--- config.mk ---
export PLATFORM = sky130hd
export DESIGN_NAME = twu_top
export DESIGN_NICKNAME = d
export VERILOG_FILES = /design/src/design/twu_pkg.sv /design/src/design/twu_key_seq.sv /design/src/design/twu_top.sv
export SDC_FILE = /design/constraint.sdc
export NUM_CORES = 1
export LEC_CHECK = 0
export BUFFER_PORTS_ARGS = -buffer_cell sky130_fd_sc_hd__clkbuf_2
export CAP_MARGIN = 30
export CORE_AREA = 2 2 61 63
export CTS_CLUSTER_SIZE = 8
export DETAILED_ROUTE_END_ITERATION = 8
export DIE_AREA = 0 0 63 65
export PLACE_DENSITY_LB_ADDON = 0.15
export SLEW_MARGIN = 20
export SYNTH_ARGS = -nofsm -noshare
export SYNTH_HDL_FRONTEND = slang
export SYNTH_SLANG_ARGS = --single-unit
--- constraint.sdc ---
create_clock -name clock_i -period 4.2 [get_ports clock_i]
set_input_delay 0.21 -clock clock_i [delete_from_list [all_inputs] [get_ports clock_i]]
set_output_delay 0.21 -clock clock_i [all_outputs]
set_load 0.03 [all_outputs]
--- src/design/twu_pkg.sv ---
// Shared constants and types for the timed write unlock guard
package twu_pkg;

  // ==========================================================================
  // Register map (printed offsets are indices; byte address is index * 4)
  // ==========================================================================
  localparam logic [7:0]  UNLOCK_KEY_IDX   = 8'hc7;
  localparam logic [7:0]  WD_CTRL_IDX      = 8'hd8;
  localparam logic [7:0]  GUARD_STATUS_IDX = 8'hd9;
  localparam int          ADDR_W           = 12;
  localparam int          IDX_LSB          = 2;

  // ==========================================================================
  // Keys and timing
  // ==========================================================================
  localparam logic [7:0]  KEY_FIRST        = 8'haa;
  localparam logic [7:0]  KEY_SECOND       = 8'h55;
  localparam int          ARM_MC           = 3;
  localparam int          OPEN_MC          = 3;
  localparam int          CNT_W            = 2;

  // ==========================================================================
  // Protected control field layout
  // ==========================================================================
  localparam int          WDC_RST_EN_BIT   = 0;
  localparam int          WDC_RUN_BIT      = 1;
  localparam int          WDC_WAIT_LSB     = 2;
  localparam int          WDC_POR_BIT      = 7;
  localparam logic [2:0]  WAIT_RESET       = 3'h0;

  // AXI responses
  localparam logic [1:0]  RESP_OKAY        = 2'h0;
  localparam logic [1:0]  RESP_DECERR      = 2'h3;

  typedef struct packed {
    logic       por_flag;
    logic [2:0] wait_states;
    logic       wd_run;
    logic       watchdog_reset_enable;
  } twu_ctrl_type;

  localparam twu_ctrl_type CTRL_RESET = '{por_flag: 1'b1, wait_states: WAIT_RESET,
                                         wd_run: 1'b0, watchdog_reset_enable: 1'b0};

  typedef struct packed {
    logic armed;
    logic window_open;
  } twu_status_type;

endpackage : twu_pkg

--- src/design/twu_key_seq.sv ---
// Two-key sequencer that opens the timed write window
`timescale 1ns/10ps
module twu_key_seq #(
  parameter int ARM_CYCLES  = twu_pkg::ARM_MC,
  parameter int OPEN_CYCLES = twu_pkg::OPEN_MC
) (
  input  wire logic                   clock_i,
  input  wire logic                   arst_n_i,
  input  wire logic                   key_we_i,
  input  wire logic [7:0]             key_data_i,
  output logic                        window_open_o,
  output logic                        armed_o
);

  typedef enum logic [2:0] {
    TWU_IDLE  = 3'b001,
    TWU_ARMED = 3'b010,
    TWU_OPEN  = 3'b100
  } twu_state_type;

  twu_state_type                 state_ff;
  twu_state_type                 nxt_state;
  logic [twu_pkg::CNT_W-1:0]     cnt_ff;
  logic [twu_pkg::CNT_W-1:0]     nxt_cnt;

  // ==========================================================================
  // Next state
  // ==========================================================================
  always_comb begin
    nxt_state = state_ff;
    nxt_cnt   = cnt_ff;
    unique case (state_ff)
      TWU_IDLE: begin
        if (key_we_i && key_data_i == twu_pkg::KEY_FIRST) begin
          nxt_state = TWU_ARMED;
          nxt_cnt   = twu_pkg::CNT_W'(ARM_CYCLES);
        end
      end
      TWU_ARMED: begin
        // second key in time opens window
        if (key_we_i && key_data_i == twu_pkg::KEY_SECOND) begin
          nxt_state = TWU_OPEN;
          nxt_cnt   = twu_pkg::CNT_W'(OPEN_CYCLES);
        end else if (key_we_i && key_data_i == twu_pkg::KEY_FIRST) begin
          nxt_cnt   = twu_pkg::CNT_W'(ARM_CYCLES);
        end else if (key_we_i) begin
          nxt_state = TWU_IDLE;
          nxt_cnt   = '0;
        // late second key finds arming expired
        end else if (cnt_ff == twu_pkg::CNT_W'(1)) begin
          nxt_state = TWU_IDLE;
          nxt_cnt   = '0;
        end else begin
          nxt_cnt   = cnt_ff - twu_pkg::CNT_W'(1);
        end
      end
      TWU_OPEN: begin
        if (key_we_i && key_data_i == twu_pkg::KEY_FIRST) begin
          nxt_state = TWU_ARMED;
          nxt_cnt   = twu_pkg::CNT_W'(ARM_CYCLES);
        end else if (key_we_i) begin
          nxt_state = TWU_IDLE;
          nxt_cnt   = '0;
        end else if (cnt_ff == twu_pkg::CNT_W'(1)) begin
          nxt_state = TWU_IDLE;
          nxt_cnt   = '0;
        end else begin
          nxt_cnt   = cnt_ff - twu_pkg::CNT_W'(1);
        end
      end
      default: begin
        nxt_state = TWU_IDLE;
        nxt_cnt   = '0;
      end
    endcase
  end

  always_ff @(posedge clock_i or negedge arst_n_i) begin
    if (!arst_n_i) begin
      state_ff <= TWU_IDLE;
      cnt_ff   <= '0;
    end else begin
      state_ff <= nxt_state;
      cnt_ff   <= nxt_cnt;
    end
  end

  assign window_open_o = (state_ff == TWU_OPEN);
  assign armed_o       = (state_ff == TWU_ARMED);

endmodule : twu_key_seq

--- src/design/twu_top.sv ---
// Timed write unlock guard with AXI4-Lite register slave
`timescale 1ns/10ps
module twu_top #(
  parameter int AW = twu_pkg::ADDR_W
) (
  input  wire logic                   clock_i,
  input  wire logic                   arst_n_i,
  // AXI4-Lite slave
  input  wire logic [AW-1:0]          s_axi_awaddr,
  input  wire logic                   s_axi_awvalid,
  output logic                        s_axi_awready,
  input  wire logic [31:0]            s_axi_wdata,
  input  wire logic [3:0]             s_axi_wstrb,
  input  wire logic                   s_axi_wvalid,
  output logic                        s_axi_wready,
  output logic [1:0]                  s_axi_bresp,
  output logic                        s_axi_bvalid,
  input  wire logic                   s_axi_bready,
  input  wire logic [AW-1:0]          s_axi_araddr,
  input  wire logic                   s_axi_arvalid,
  output logic                        s_axi_arready,
  output logic [31:0]                 s_axi_rdata,
  output logic [1:0]                  s_axi_rresp,
  output logic                        s_axi_rvalid,
  input  wire logic                   s_axi_rready,
  // Power-fail event, sets the reset flag
  input  wire logic                   power_fail_i,
  // Protected controls and guard status
  output twu_pkg::twu_ctrl_type       ctrl_o,
  output twu_pkg::twu_status_type     status_o
);

  function automatic logic [7:0] reg_index(input logic [AW-1:0] addr);
    reg_index = addr[twu_pkg::IDX_LSB +: 8];
  endfunction : reg_index

  function automatic logic addr_mapped(input logic [AW-1:0] addr);
    logic [7:0] idx;
    idx = reg_index(addr);
    addr_mapped = (idx == twu_pkg::UNLOCK_KEY_IDX) || (idx == twu_pkg::WD_CTRL_IDX) ||
                  (idx == twu_pkg::GUARD_STATUS_IDX);
  endfunction : addr_mapped

  logic                       wr_fire;
  logic                       rd_fire;
  logic                       key_we;
  logic                       ctrl_we;
  logic                       window_open;
  logic                       armed;
  logic                       bvalid_ff;
  logic                       nxt_bvalid;
  logic [1:0]                 bresp_ff;
  logic [1:0]                 nxt_bresp;
  logic                       rvalid_ff;
  logic                       nxt_rvalid;
  logic [31:0]                rdata_ff;
  logic [31:0]                nxt_rdata;
  logic [1:0]                 rresp_ff;
  logic [1:0]                 nxt_rresp;
  twu_pkg::twu_ctrl_type      ctrl_ff;
  twu_pkg::twu_ctrl_type      nxt_ctrl;

  // ==========================================================================
  // Write channel: address and data taken together
  // ==========================================================================
  assign wr_fire       = s_axi_awvalid && s_axi_wvalid && !bvalid_ff;
  assign s_axi_awready = wr_fire;
  assign s_axi_wready  = wr_fire;
  assign key_we  = wr_fire && s_axi_wstrb[0] &&
                   (reg_index(s_axi_awaddr) == twu_pkg::UNLOCK_KEY_IDX);
  assign ctrl_we = wr_fire && s_axi_wstrb[0] &&
                   (reg_index(s_axi_awaddr) == twu_pkg::WD_CTRL_IDX);

  always_comb begin
    nxt_bvalid = bvalid_ff;
    nxt_bresp  = bresp_ff;
    if (wr_fire) begin
      nxt_bvalid = 1'b1;
      nxt_bresp  = addr_mapped(s_axi_awaddr) ? twu_pkg::RESP_OKAY : twu_pkg::RESP_DECERR;
    end else if (s_axi_bready) begin
      nxt_bvalid = 1'b0;
    end
  end

  // ==========================================================================
  // Key sequencer
  // ==========================================================================
  twu_key_seq #(
    .ARM_CYCLES  (twu_pkg::ARM_MC),
    .OPEN_CYCLES (twu_pkg::OPEN_MC)
  ) u_key_seq (
    .clock_i       (clock_i),
    .arst_n_i      (arst_n_i),
    .key_we_i      (key_we),
    .key_data_i    (s_axi_wdata[7:0]),
    .window_open_o (window_open),
    .armed_o       (armed)
  );

  // ==========================================================================
  // Protected controls
  // ==========================================================================
  always_comb begin
    nxt_ctrl = ctrl_ff;
    if (ctrl_we && window_open) begin
      nxt_ctrl.watchdog_reset_enable = s_axi_wdata[twu_pkg::WDC_RST_EN_BIT];
      nxt_ctrl.wd_run                = s_axi_wdata[twu_pkg::WDC_RUN_BIT];
      nxt_ctrl.wait_states           = s_axi_wdata[twu_pkg::WDC_WAIT_LSB +: 3];
      nxt_ctrl.por_flag              = s_axi_wdata[twu_pkg::WDC_POR_BIT];
    end
    // Hardware set beats software clear
    if (power_fail_i) begin
      nxt_ctrl.por_flag = 1'b1;
    end
  end

  // ==========================================================================
  // Read channel
  // ==========================================================================
  assign rd_fire       = s_axi_arvalid && !rvalid_ff;
  assign s_axi_arready = rd_fire;

  always_comb begin
    nxt_rvalid = rvalid_ff;
    nxt_rdata  = rdata_ff;
    nxt_rresp  = rresp_ff;
    if (rd_fire) begin
      nxt_rvalid = 1'b1;
      nxt_rresp  = addr_mapped(s_axi_araddr) ? twu_pkg::RESP_OKAY : twu_pkg::RESP_DECERR;
      nxt_rdata  = '0;
      if (reg_index(s_axi_araddr) == twu_pkg::WD_CTRL_IDX) begin
        nxt_rdata[twu_pkg::WDC_RST_EN_BIT]     = ctrl_ff.watchdog_reset_enable;
        nxt_rdata[twu_pkg::WDC_RUN_BIT]        = ctrl_ff.wd_run;
        nxt_rdata[twu_pkg::WDC_WAIT_LSB +: 3]  = ctrl_ff.wait_states;
        nxt_rdata[twu_pkg::WDC_POR_BIT]        = ctrl_ff.por_flag;
      end else if (reg_index(s_axi_araddr) == twu_pkg::GUARD_STATUS_IDX) begin
        nxt_rdata[1:0] = {armed, window_open};
      end
    end else if (s_axi_rready) begin
      nxt_rvalid = 1'b0;
    end
  end

  // ==========================================================================
  // Registers
  // ==========================================================================
  always_ff @(posedge clock_i or negedge arst_n_i) begin
    if (!arst_n_i) begin
      bvalid_ff <= 1'b0;
      bresp_ff  <= twu_pkg::RESP_OKAY;
      rvalid_ff <= 1'b0;
      rdata_ff  <= '0;
      rresp_ff  <= twu_pkg::RESP_OKAY;
      ctrl_ff   <= twu_pkg::CTRL_RESET;
    end else begin
      bvalid_ff <= nxt_bvalid;
      bresp_ff  <= nxt_bresp;
      rvalid_ff <= nxt_rvalid;
      rdata_ff  <= nxt_rdata;
      rresp_ff  <= nxt_rresp;
      ctrl_ff   <= nxt_ctrl;
    end
  end

  assign s_axi_bvalid = bvalid_ff;
  assign s_axi_bresp  = bresp_ff;
  assign s_axi_rvalid = rvalid_ff;
  assign s_axi_rdata  = rdata_ff;
  assign s_axi_rresp  = rresp_ff;
  assign ctrl_o       = ctrl_ff;
  assign status_o     = '{armed: armed, window_open: window_open};

endmodule : twu_top

==> results.ini, run 1 <==
[global_route]
grt_pass1_vias = 1118
track_usage_pct = 14.1
grt_pass1_wl_um = 4690
grt_max_degree = 22
grt-ovfl-total = 0
antenna_found_initial = 0

[clocking]
cts_sinks = 21
clock_latency_ns = 0.29
cts_tree = yes
cts_resized = 0
cts_made_buffers = 3
clockBufferDepth = 2
cts.clk_slew.worst_paths_ns = 0.11
h-tree-depth = 1
root_buffer = clkbuf_4

[placed_design]
place_ws_ns = 2.46
dpl_cell_area_um2 = 1550
dp_hpwl_um = 2320
place_inst = 233
gp_congestion = 0.733
io_buffers = 55

[die]
fp.coreArea_um2 = 3500
die_y_um = 65
initial_core_util_pct = 39.2
die-area_um2 = 4100
ios = 117
chipWidth_um = 63
num_rows = 22

[finish]
diodes = 0
drive_above_1_share_pct = 36.3
layout_common_cells = 55 x clkbuf_2, 26 x conb_1, 19 x dfrtp_1
final_common_cell = clkbuf_2
final_util_pct = 45.5
postLayoutCellArea_um2 = 1590
finalNonFillerCells = 238
final_nets = 260
area_growth_pct = 16.2

[power_and_ir_drop]
powerDensity_nw_per_um2 = 252
leakage_nw = 0.875
vdd_ir_drop_max_mv = 0.0955
power.total_mw = 0.401

[yosys]
yosysTopAreaCell = dfrtp_1
synth_compound_area_share_pct = 13.9
avgSynthCellArea_um2 = 9.99
ys_seq_area_share_pct = 38.6
yosysTopAreaCellShare_pct = 34.7
ys_types = 40
synth_mux_area_share_pct = 5.58
synth_flop_cell = dfrtp_1
synthAdderAreaFrac_pct = 0.914
yosys.area_share.simple_pct = 20.7
synthTopCellsByArea = dfrtp_1 35%, buf_4 17%, mux2_2 4.1%
synthXorXnorAreaFrac_pct = 0.640
synth_async_sr_flop_share_pct = 100
syn_area_um2 = 1370
yosys_warnings = 0
synth_top_family_by_area = simple AND/OR/NAND/NOR gates
synth-seq-cells = 21
synth_edf_count = 0
syn-instance-count = 137

[critical_path]
r2r-start = s_axi_bvalid
crit_type = reg -> reg
worst-endpoint-arrival_ns = 1.99
cp_max_fo = 7
critPathCaptureType = flip-flop
cp_slowest_cell = or4b_1
required_ns = 4.43
slowest_delay_ns = 0.51
cp-start-kind = flip-flop
crit_chain = and3b_1 > nand3_4 > or4b_1 > o211a_1 > o22a_1
cp-startpoint = s_axi_bvalid

[job]
maxCapViolCount = 0

[min_path]
hold_start = power_fail_i
hp-class = in -> reg

[sta]
finalSetupTns_ns = 0
period_needed_ns = 1.76
hold_ws_ns = 0.0994
rsz0062_at_grt = false
worstMarginPinSlew_ns = 0.517
clock.fmax_ghz = 0.568
final-max-slew-violation-count = 0
fin_ws_ns = 2.44
fin_crit_sh_pct = 41.9
max-slew-margin-rel_pct = 65.4
finClkSkew_ns = 0.00521
hold_violations = 0
setup_viol = 0

[outcome]
status = complete, no violations

[drt]
drt_wl_total_um = 2760
antenna_left = 0
drt_iter0_markers = 24
firstDrtPassIters = 4
vias = 1088
vias_per_cell = 4.57
remaining_drc_errors = 0
avgRoutedWirePerCell_um = 11.6

cells in the mapped netlist, types with 3 or more instances:
cell type and count:
nor2_1 10, a22o_1 4, dfrtp_1 19, nor4bb_1 3, buf_4 31, nand2_1 9, o21ai_0 7, a21o_1 3
nand4bb_1 3, mux2_2 5, inv_1 6
final timing paths:
| path | to | slack [ns] | depth (start not counted) |
|---|---|---|---|
| max | u_key_seq.state_ff[0] | 2.44 | 5 |
| min | ctrl_o[5] | 0.1 | 2 |
| max reg2reg | u_key_seq.state_ff[0] | 2.44 | 5 |
| min reg2reg | s_axi_rdata[0] | 0.49 | 2 |
| max in group asynchronous | u_key_seq.state_ff[0] | 3.42 | 2 |
| min in group asynchronous | s_axi_rvalid | 0.41 | 2 |
metal layers:
metal / vias up / track usage [%] / part of all wire [%]
met5: - / 0 / 0
li1: 539 / - / -
met3: 2 / 2.08 / 6.2
met4: 0 / 4.44 / 0.47
met1: 502 / 17.4 / 44
met2: 45 / 25.3 / 49
report_power, final:
group	total (mW)	internal (mW)	switching (mW)
clock	0.0929	0.0369	0.0560
sequential	0.210	0.207	0.00295
combinational	0.0979	0.0245	0.0734
logic make-up (layout without fill, tap and decap cells):
logic type,count (synthesis),count (layout)
AO/OA/AOI/OAI,26,26
XOR/XNOR,1,1
adder cells (fa/ha/maj),1,1
buffers and inverters,38,66
flip-flops,21,21
multiplexers,7,7
other,1,26
AND/OR/NAND/NOR,42,42
final cells by class:
type                       instances  area (µm²)
fill                             358        1910
multi-input combinational        103         668
sequential                        21         528
timing repair buffer              56         285
tap                               48        60.1
clock buffer                       4        26.3
inverter                           6        22.5
worst max-delay path, delay by kind of cell (launching register included):
family,cells,cell delay (ns)
AOI/OAI and AO/OA,2,0.30
DFF,1,0.41
and+or+nand+nor,3,1.00
state kept, by name, indices dropped and copies added (netlist names):
signal,flops
ctrl_o,6
s_axi_bresp,1
s_axi_bvalid,1
s_axi_rdata,6
s_axi_rresp,1
s_axi_rvalid,1
u_key_seq.cnt_ff,2
u_key_seq.state_ff,3
what timing repair did:
action | 4_1_cts | 5_1_grt
setup buffers | 0 | 0
endpoints found under the hold margin | 19 | 0
hold buffers | 1 | 0
Power figures use the tool's default switching activity.
==> run 2: changes to the inputs <==
- CORE_AREA: 2 2 61 63 -> 2 2 67 69
- DIE_AREA: 0 0 63 65 -> 0 0 69 71
- clock period: 4.2 -> 1.6 ns (I/O delays scaled with it)
==> results.ini, run 2 (synthesis results as in run 1) <==
[global_route]
grt_max_degree = 22
antenna_found_initial = 0
track_usage_pct = 12.5
grt-ovfl-total = 0
grt_pass1_vias = 1095
grt_pass1_wl_um = 4930

[drt]
avgRoutedWirePerCell_um = 12.0
vias_per_cell = 4.50
firstDrtPassIters = 4
drt_wl_total_um = 3060
drt_iter0_markers = 21
antenna_left = 0
vias = 1143
remaining_drc_errors = 0

[finish]
area_growth_pct = 26.7
diodes = 0
final_common_cell = clkbuf_2
final_util_pct = 41.3
drive_above_1_share_pct = 42.1
finalNonFillerCells = 254
final_nets = 272
postLayoutCellArea_um2 = 1730
layout_common_cells = 55 x clkbuf_2, 26 x conb_1, 18 x dfrtp_1
fill_cells = 451

[placed_design]
place_ws_ns = -0.0607
io_buffers = 55
dpl_cell_area_um2 = 1640
gp_congestion = 0.780
place_inst = 246
dp_hpwl_um = 2570

[critical_path]
crit_type = reg -> reg
worst-endpoint-arrival_ns = 1.81
required_ns = 1.80
cp-start-kind = flip-flop
cp_max_fo = 4
critPathCaptureType = flip-flop

[outcome]
violations = setup timing
status = finished, violations left

[clocking]
clockBufferDepth = 2
cts_sinks = 21
h-tree-depth = 1
cts_tree = yes
cts_made_buffers = 3
root_buffer = clkbuf_8
cts.clk_slew.worst_paths_ns = 0.08
clock_latency_ns = 0.26

[sta]
finClkSkew_ns = 0.00812
period_needed_ns = 1.61
clock.fmax_ghz = 0.620
max-slew-margin-rel_pct = 65.2
hold_violations = 0
setup_viol = 1
fin_ws_ns = -0.0125
fin_crit_sh_pct = 101
rsz0062_at_grt = true
finalSetupTns_ns = -0.0125
worstMarginPinSlew_ns = 0.523
final-max-slew-violation-count = 0
hold_ws_ns = 0.0210

[die]
ios = 117
initial_core_util_pct = 32.6
chipWidth_um = 69
num_rows = 24
fp.coreArea_um2 = 4200
die_y_um = 71
die-area_um2 = 4900

[power_and_ir_drop]
leakage_nw = 0.937
power.total_mw = 1.17
vdd_ir_drop_max_mv = 0.512
powerDensity_nw_per_um2 = 676

[job]
maxCapViolCount = 0

[min_path]
hp-class = in -> reg

## run 2: final cells by class
| cell class | count | area [µm²] | share of cell area, % |
|---|---|---|---|
| clock buffer | 3 | 41.3 | 2.38 |
| multi-input combinational | 103 | 693 | 40.0 |
| inverter | 6 | 22.5 | 1.30 |
| tap | 52 | 65.1 | 3.75 |
| clock inverter | 1 | 5.00 | 0.289 |
| sequential | 21 | 529 | 30.5 |
| timing repair buffer | 68 | 378 | 21.8 |
## run 2: worst max-delay path: stages, from the launching register on
cell and delay (ns):
dfrtp_2 0.41, and3b_2 0.28, nand3_4 0.07, or4b_1 0.51
o211a_1 0.13, o22a_1 0.16
## run 2: final timing paths
check / startpoint / to / slack [ns] / cells after the start
worst max-delay path: s_axi_bvalid / u_key_seq.state_ff[0] / -0.01 / 5
worst min-delay path: power_fail_i / ctrl_o[5] / 0.02 / 2
worst max register to register: s_axi_bvalid / u_key_seq.state_ff[0] / -0.01 / 5
worst min register to register: s_axi_rdata[1] / s_axi_rdata[1] / 0.49 / 2
max in group asynchronous: arst_n_i / s_axi_bvalid / 0.90 / 2
min in group asynchronous: arst_n_i / ctrl_o[3] / 0.32 / 2
## run 2: what timing repair did
item | in CTS | in global routing
pin swaps | 1 | 0
endpoints found under the hold margin | 20 | 0
hold buffers | 2 | 0
cloned | 0 | 0
setup buffers | 1 | 1
setup endpoints to repair | 3 | 11
gates resized for setup | 2 | 2
## run 2: where the power goes
group	internal, mW	leakage [nW]	switching [mW]
clock	0.173	0.0255	0.174
combinational	0.0759	0.637	0.198
sequential	0.544	0.274	0.00741
total	0.793	0.937	0.380
## run 2: metal layers
metal,track usage (%),up-vias,routed length [µm]
li1,-,563,-
met1,15.5,532,1240
met2,21.4,44,1560
met3,3.99,4,232
met4,2.61,0,30
met5,0,-,0
==> run 3: changes to the inputs <==
==> constraint.sdc (replaced) <==
create_clock -name clock_i -period 1.6 [get_ports clock_i]
set_input_delay 0.24 -clock clock_i [delete_from_list [all_inputs] [get_ports clock_i]]
set_output_delay 0.24 -clock clock_i [all_outputs]
set_load 0.03 [all_outputs]
==> results.ini, run 3 (synthesis results as in run 1) <==
[finish]
area_growth_pct = 26.6
drive_above_1_share_pct = 43.6
final_util_pct = 41.2
final_common_cell = clkbuf_2
final_nets = 272
finalNonFillerCells = 254
diodes = 0
layout_common_cells = 54 x clkbuf_2, 26 x conb_1, 18 x dfrtp_1

[critical_path]
crit_chain = and3b_2 > nand3_4 > or4b_1 > o211a_1 > o22a_1
worst-endpoint-arrival_ns = 1.79
crit_type = reg -> reg
rr_worst_depth = 5
slowest_delay_ns = 0.47
cp-start-kind = flip-flop
required_ns = 1.79
cp_slowest_cell = or4b_1
critPathCaptureType = flip-flop
cp_max_fo = 4

[drt]
drt_iter0_markers = 41
avgRoutedWirePerCell_um = 12.1
antenna_left = 0
drt_wl_total_um = 3070
vias_per_cell = 4.48
firstDrtPassIters = 4
vias = 1138
remaining_drc_errors = 0

[global_route]
grt-ovfl-total = 0
antenna_found_initial = 0
grt_pass1_wl_um = 4840
grt_pass1_vias = 1105
grt_max_degree = 22
track_usage_pct = 12.3

[sta]
fin_crit_sh_pct = 99.8
rsz0062_at_grt = true
hold_violations = 0
setup_viol = 0
clock.fmax_ghz = 0.626
period_needed_ns = 1.60
final-max-slew-violation-count = 0
worstMarginPinSlew_ns = 0.553
finClkSkew_ns = 0.00288
max-slew-margin-rel_pct = 63.1

[min_path]
holdPathStages = 2
hp-class = in -> reg

[die]
ios = 117
chipWidth_um = 69
die_y_um = 71
die-area_um2 = 4900
num_rows = 24
initial_core_util_pct = 32.6
fp.coreArea_um2 = 4200

[outcome]
status = complete, no violations

[power_and_ir_drop]
pwr-share-clk_pct = 29.9
leakage_nw = 0.938
powerDensity_nw_per_um2 = 678
seqPwrFrac_pct = 46.9
power.total_mw = 1.18
combPwrFrac_pct = 23.2
power.switching_mw = 0.380
vdd_ir_drop_max_mv = 0.205
swShare_pct = 32.3
internal-power_mw = 0.795

[clocking]
clock_latency_ns = 0.26
cts.clk_slew.worst_paths_ns = 0.08
clockBufferDepth = 2
cts_made_buffers = 3
cts_tree = yes
h-tree-depth = 1
root_buffer = clkbuf_8
cts_sinks = 21

[placed_design]
place_inst = 248
gp_congestion = 0.785
dp_hpwl_um = 2590
io_buffers = 55

[job]
maxCapViolCount = 0

-- run 3: area by class of cell --
class,instances,area [µm²]
Sequential cell,21,529
Fill cell,447,2470
Clock buffer,4,45.0
Inverter,6,22.5
Multi-Input combinational cell,103,693
Timing Repair Buffer,68,378
Tap cell,52,65.1
-- run 3: path summary, 6_finish.rpt --
path	start	to	slack, ns
setup / recovery	s_axi_bvalid	u_key_seq.state_ff[0]	0.003
hold / removal	power_fail_i	ctrl_o[5]	0.17
setup reg to reg	s_axi_bvalid	u_key_seq.state_ff[0]	0.003
hold reg to reg	s_axi_rdata[1]	s_axi_rdata[1]	0.49
max in group asynchronous	arst_n_i	s_axi_bvalid	0.71
min in group asynchronous	arst_n_i	s_axi_rdata[7]	0.49
-- run 3: worst max-delay path: cells and delay by family, from the launching register on --
| kind | cells | cell delay, ns |
|---|---|---|
| and+or+nand+nor | 3 | 0.82 |
| DFF | 1 | 0.40 |
| AOI/OAI and AO/OA | 2 | 0.30 |
-- run 3: stage by stage --
| step | cell area [µm²] | TNS [ns] | setup slack [ns] | hold slack (ns) |
|---|---|---|---|---|
| 3_5_place_dp | 1650 | -0.182 | -0.0763 | 0.255 |
| 2_1_floorplan | 1470 | -0.558 | -0.161 | -0.0556 |
| 3_3_place_gp | 1650 | -0.109 | -0.0574 | 0.250 |
| 5_1_grt | 1730 | -0.133 | -0.0500 | 0.165 |
| 6_report | 1730 | 0 | 0.00309 | 0.173 |
| 4_1_cts | 1720 | -0.0154 | -0.00800 | 0.161 |
-- run 3: per-layer routing --
layer / routed length [µm] / part of all wire (%) / global-route usage, %
met1: 1240 / 40 / 14.7
met4: 27 / 0.88 / 3.92
met3: 215 / 7.0 / 3.28
met5: 0 / 0 / 0
met2: 1580 / 52 / 21.5
-- run 3: repair_timing --
item,in CTS,in global routing
gates resized for setup,3,4
setup buffers,0,1
hold buffers,1,0
pin swaps,1,1
setup endpoints to repair,4,8
hold endpoints to repair,19,0
-- run 3: power groups by stage --
stage / registers, mW / clock network (mW) / logic (mW)
global route: 0.553 / 0.401 / 0.295
CTS: 0.551 / 0.376 / 0.274
global placement: 0.560 / 0 / 0.268
finish: 0.552 / 0.351 / 0.273
floorplan: 0.587 / 0 / 0.205
detailed placement: 0.562 / 0 / 0.271
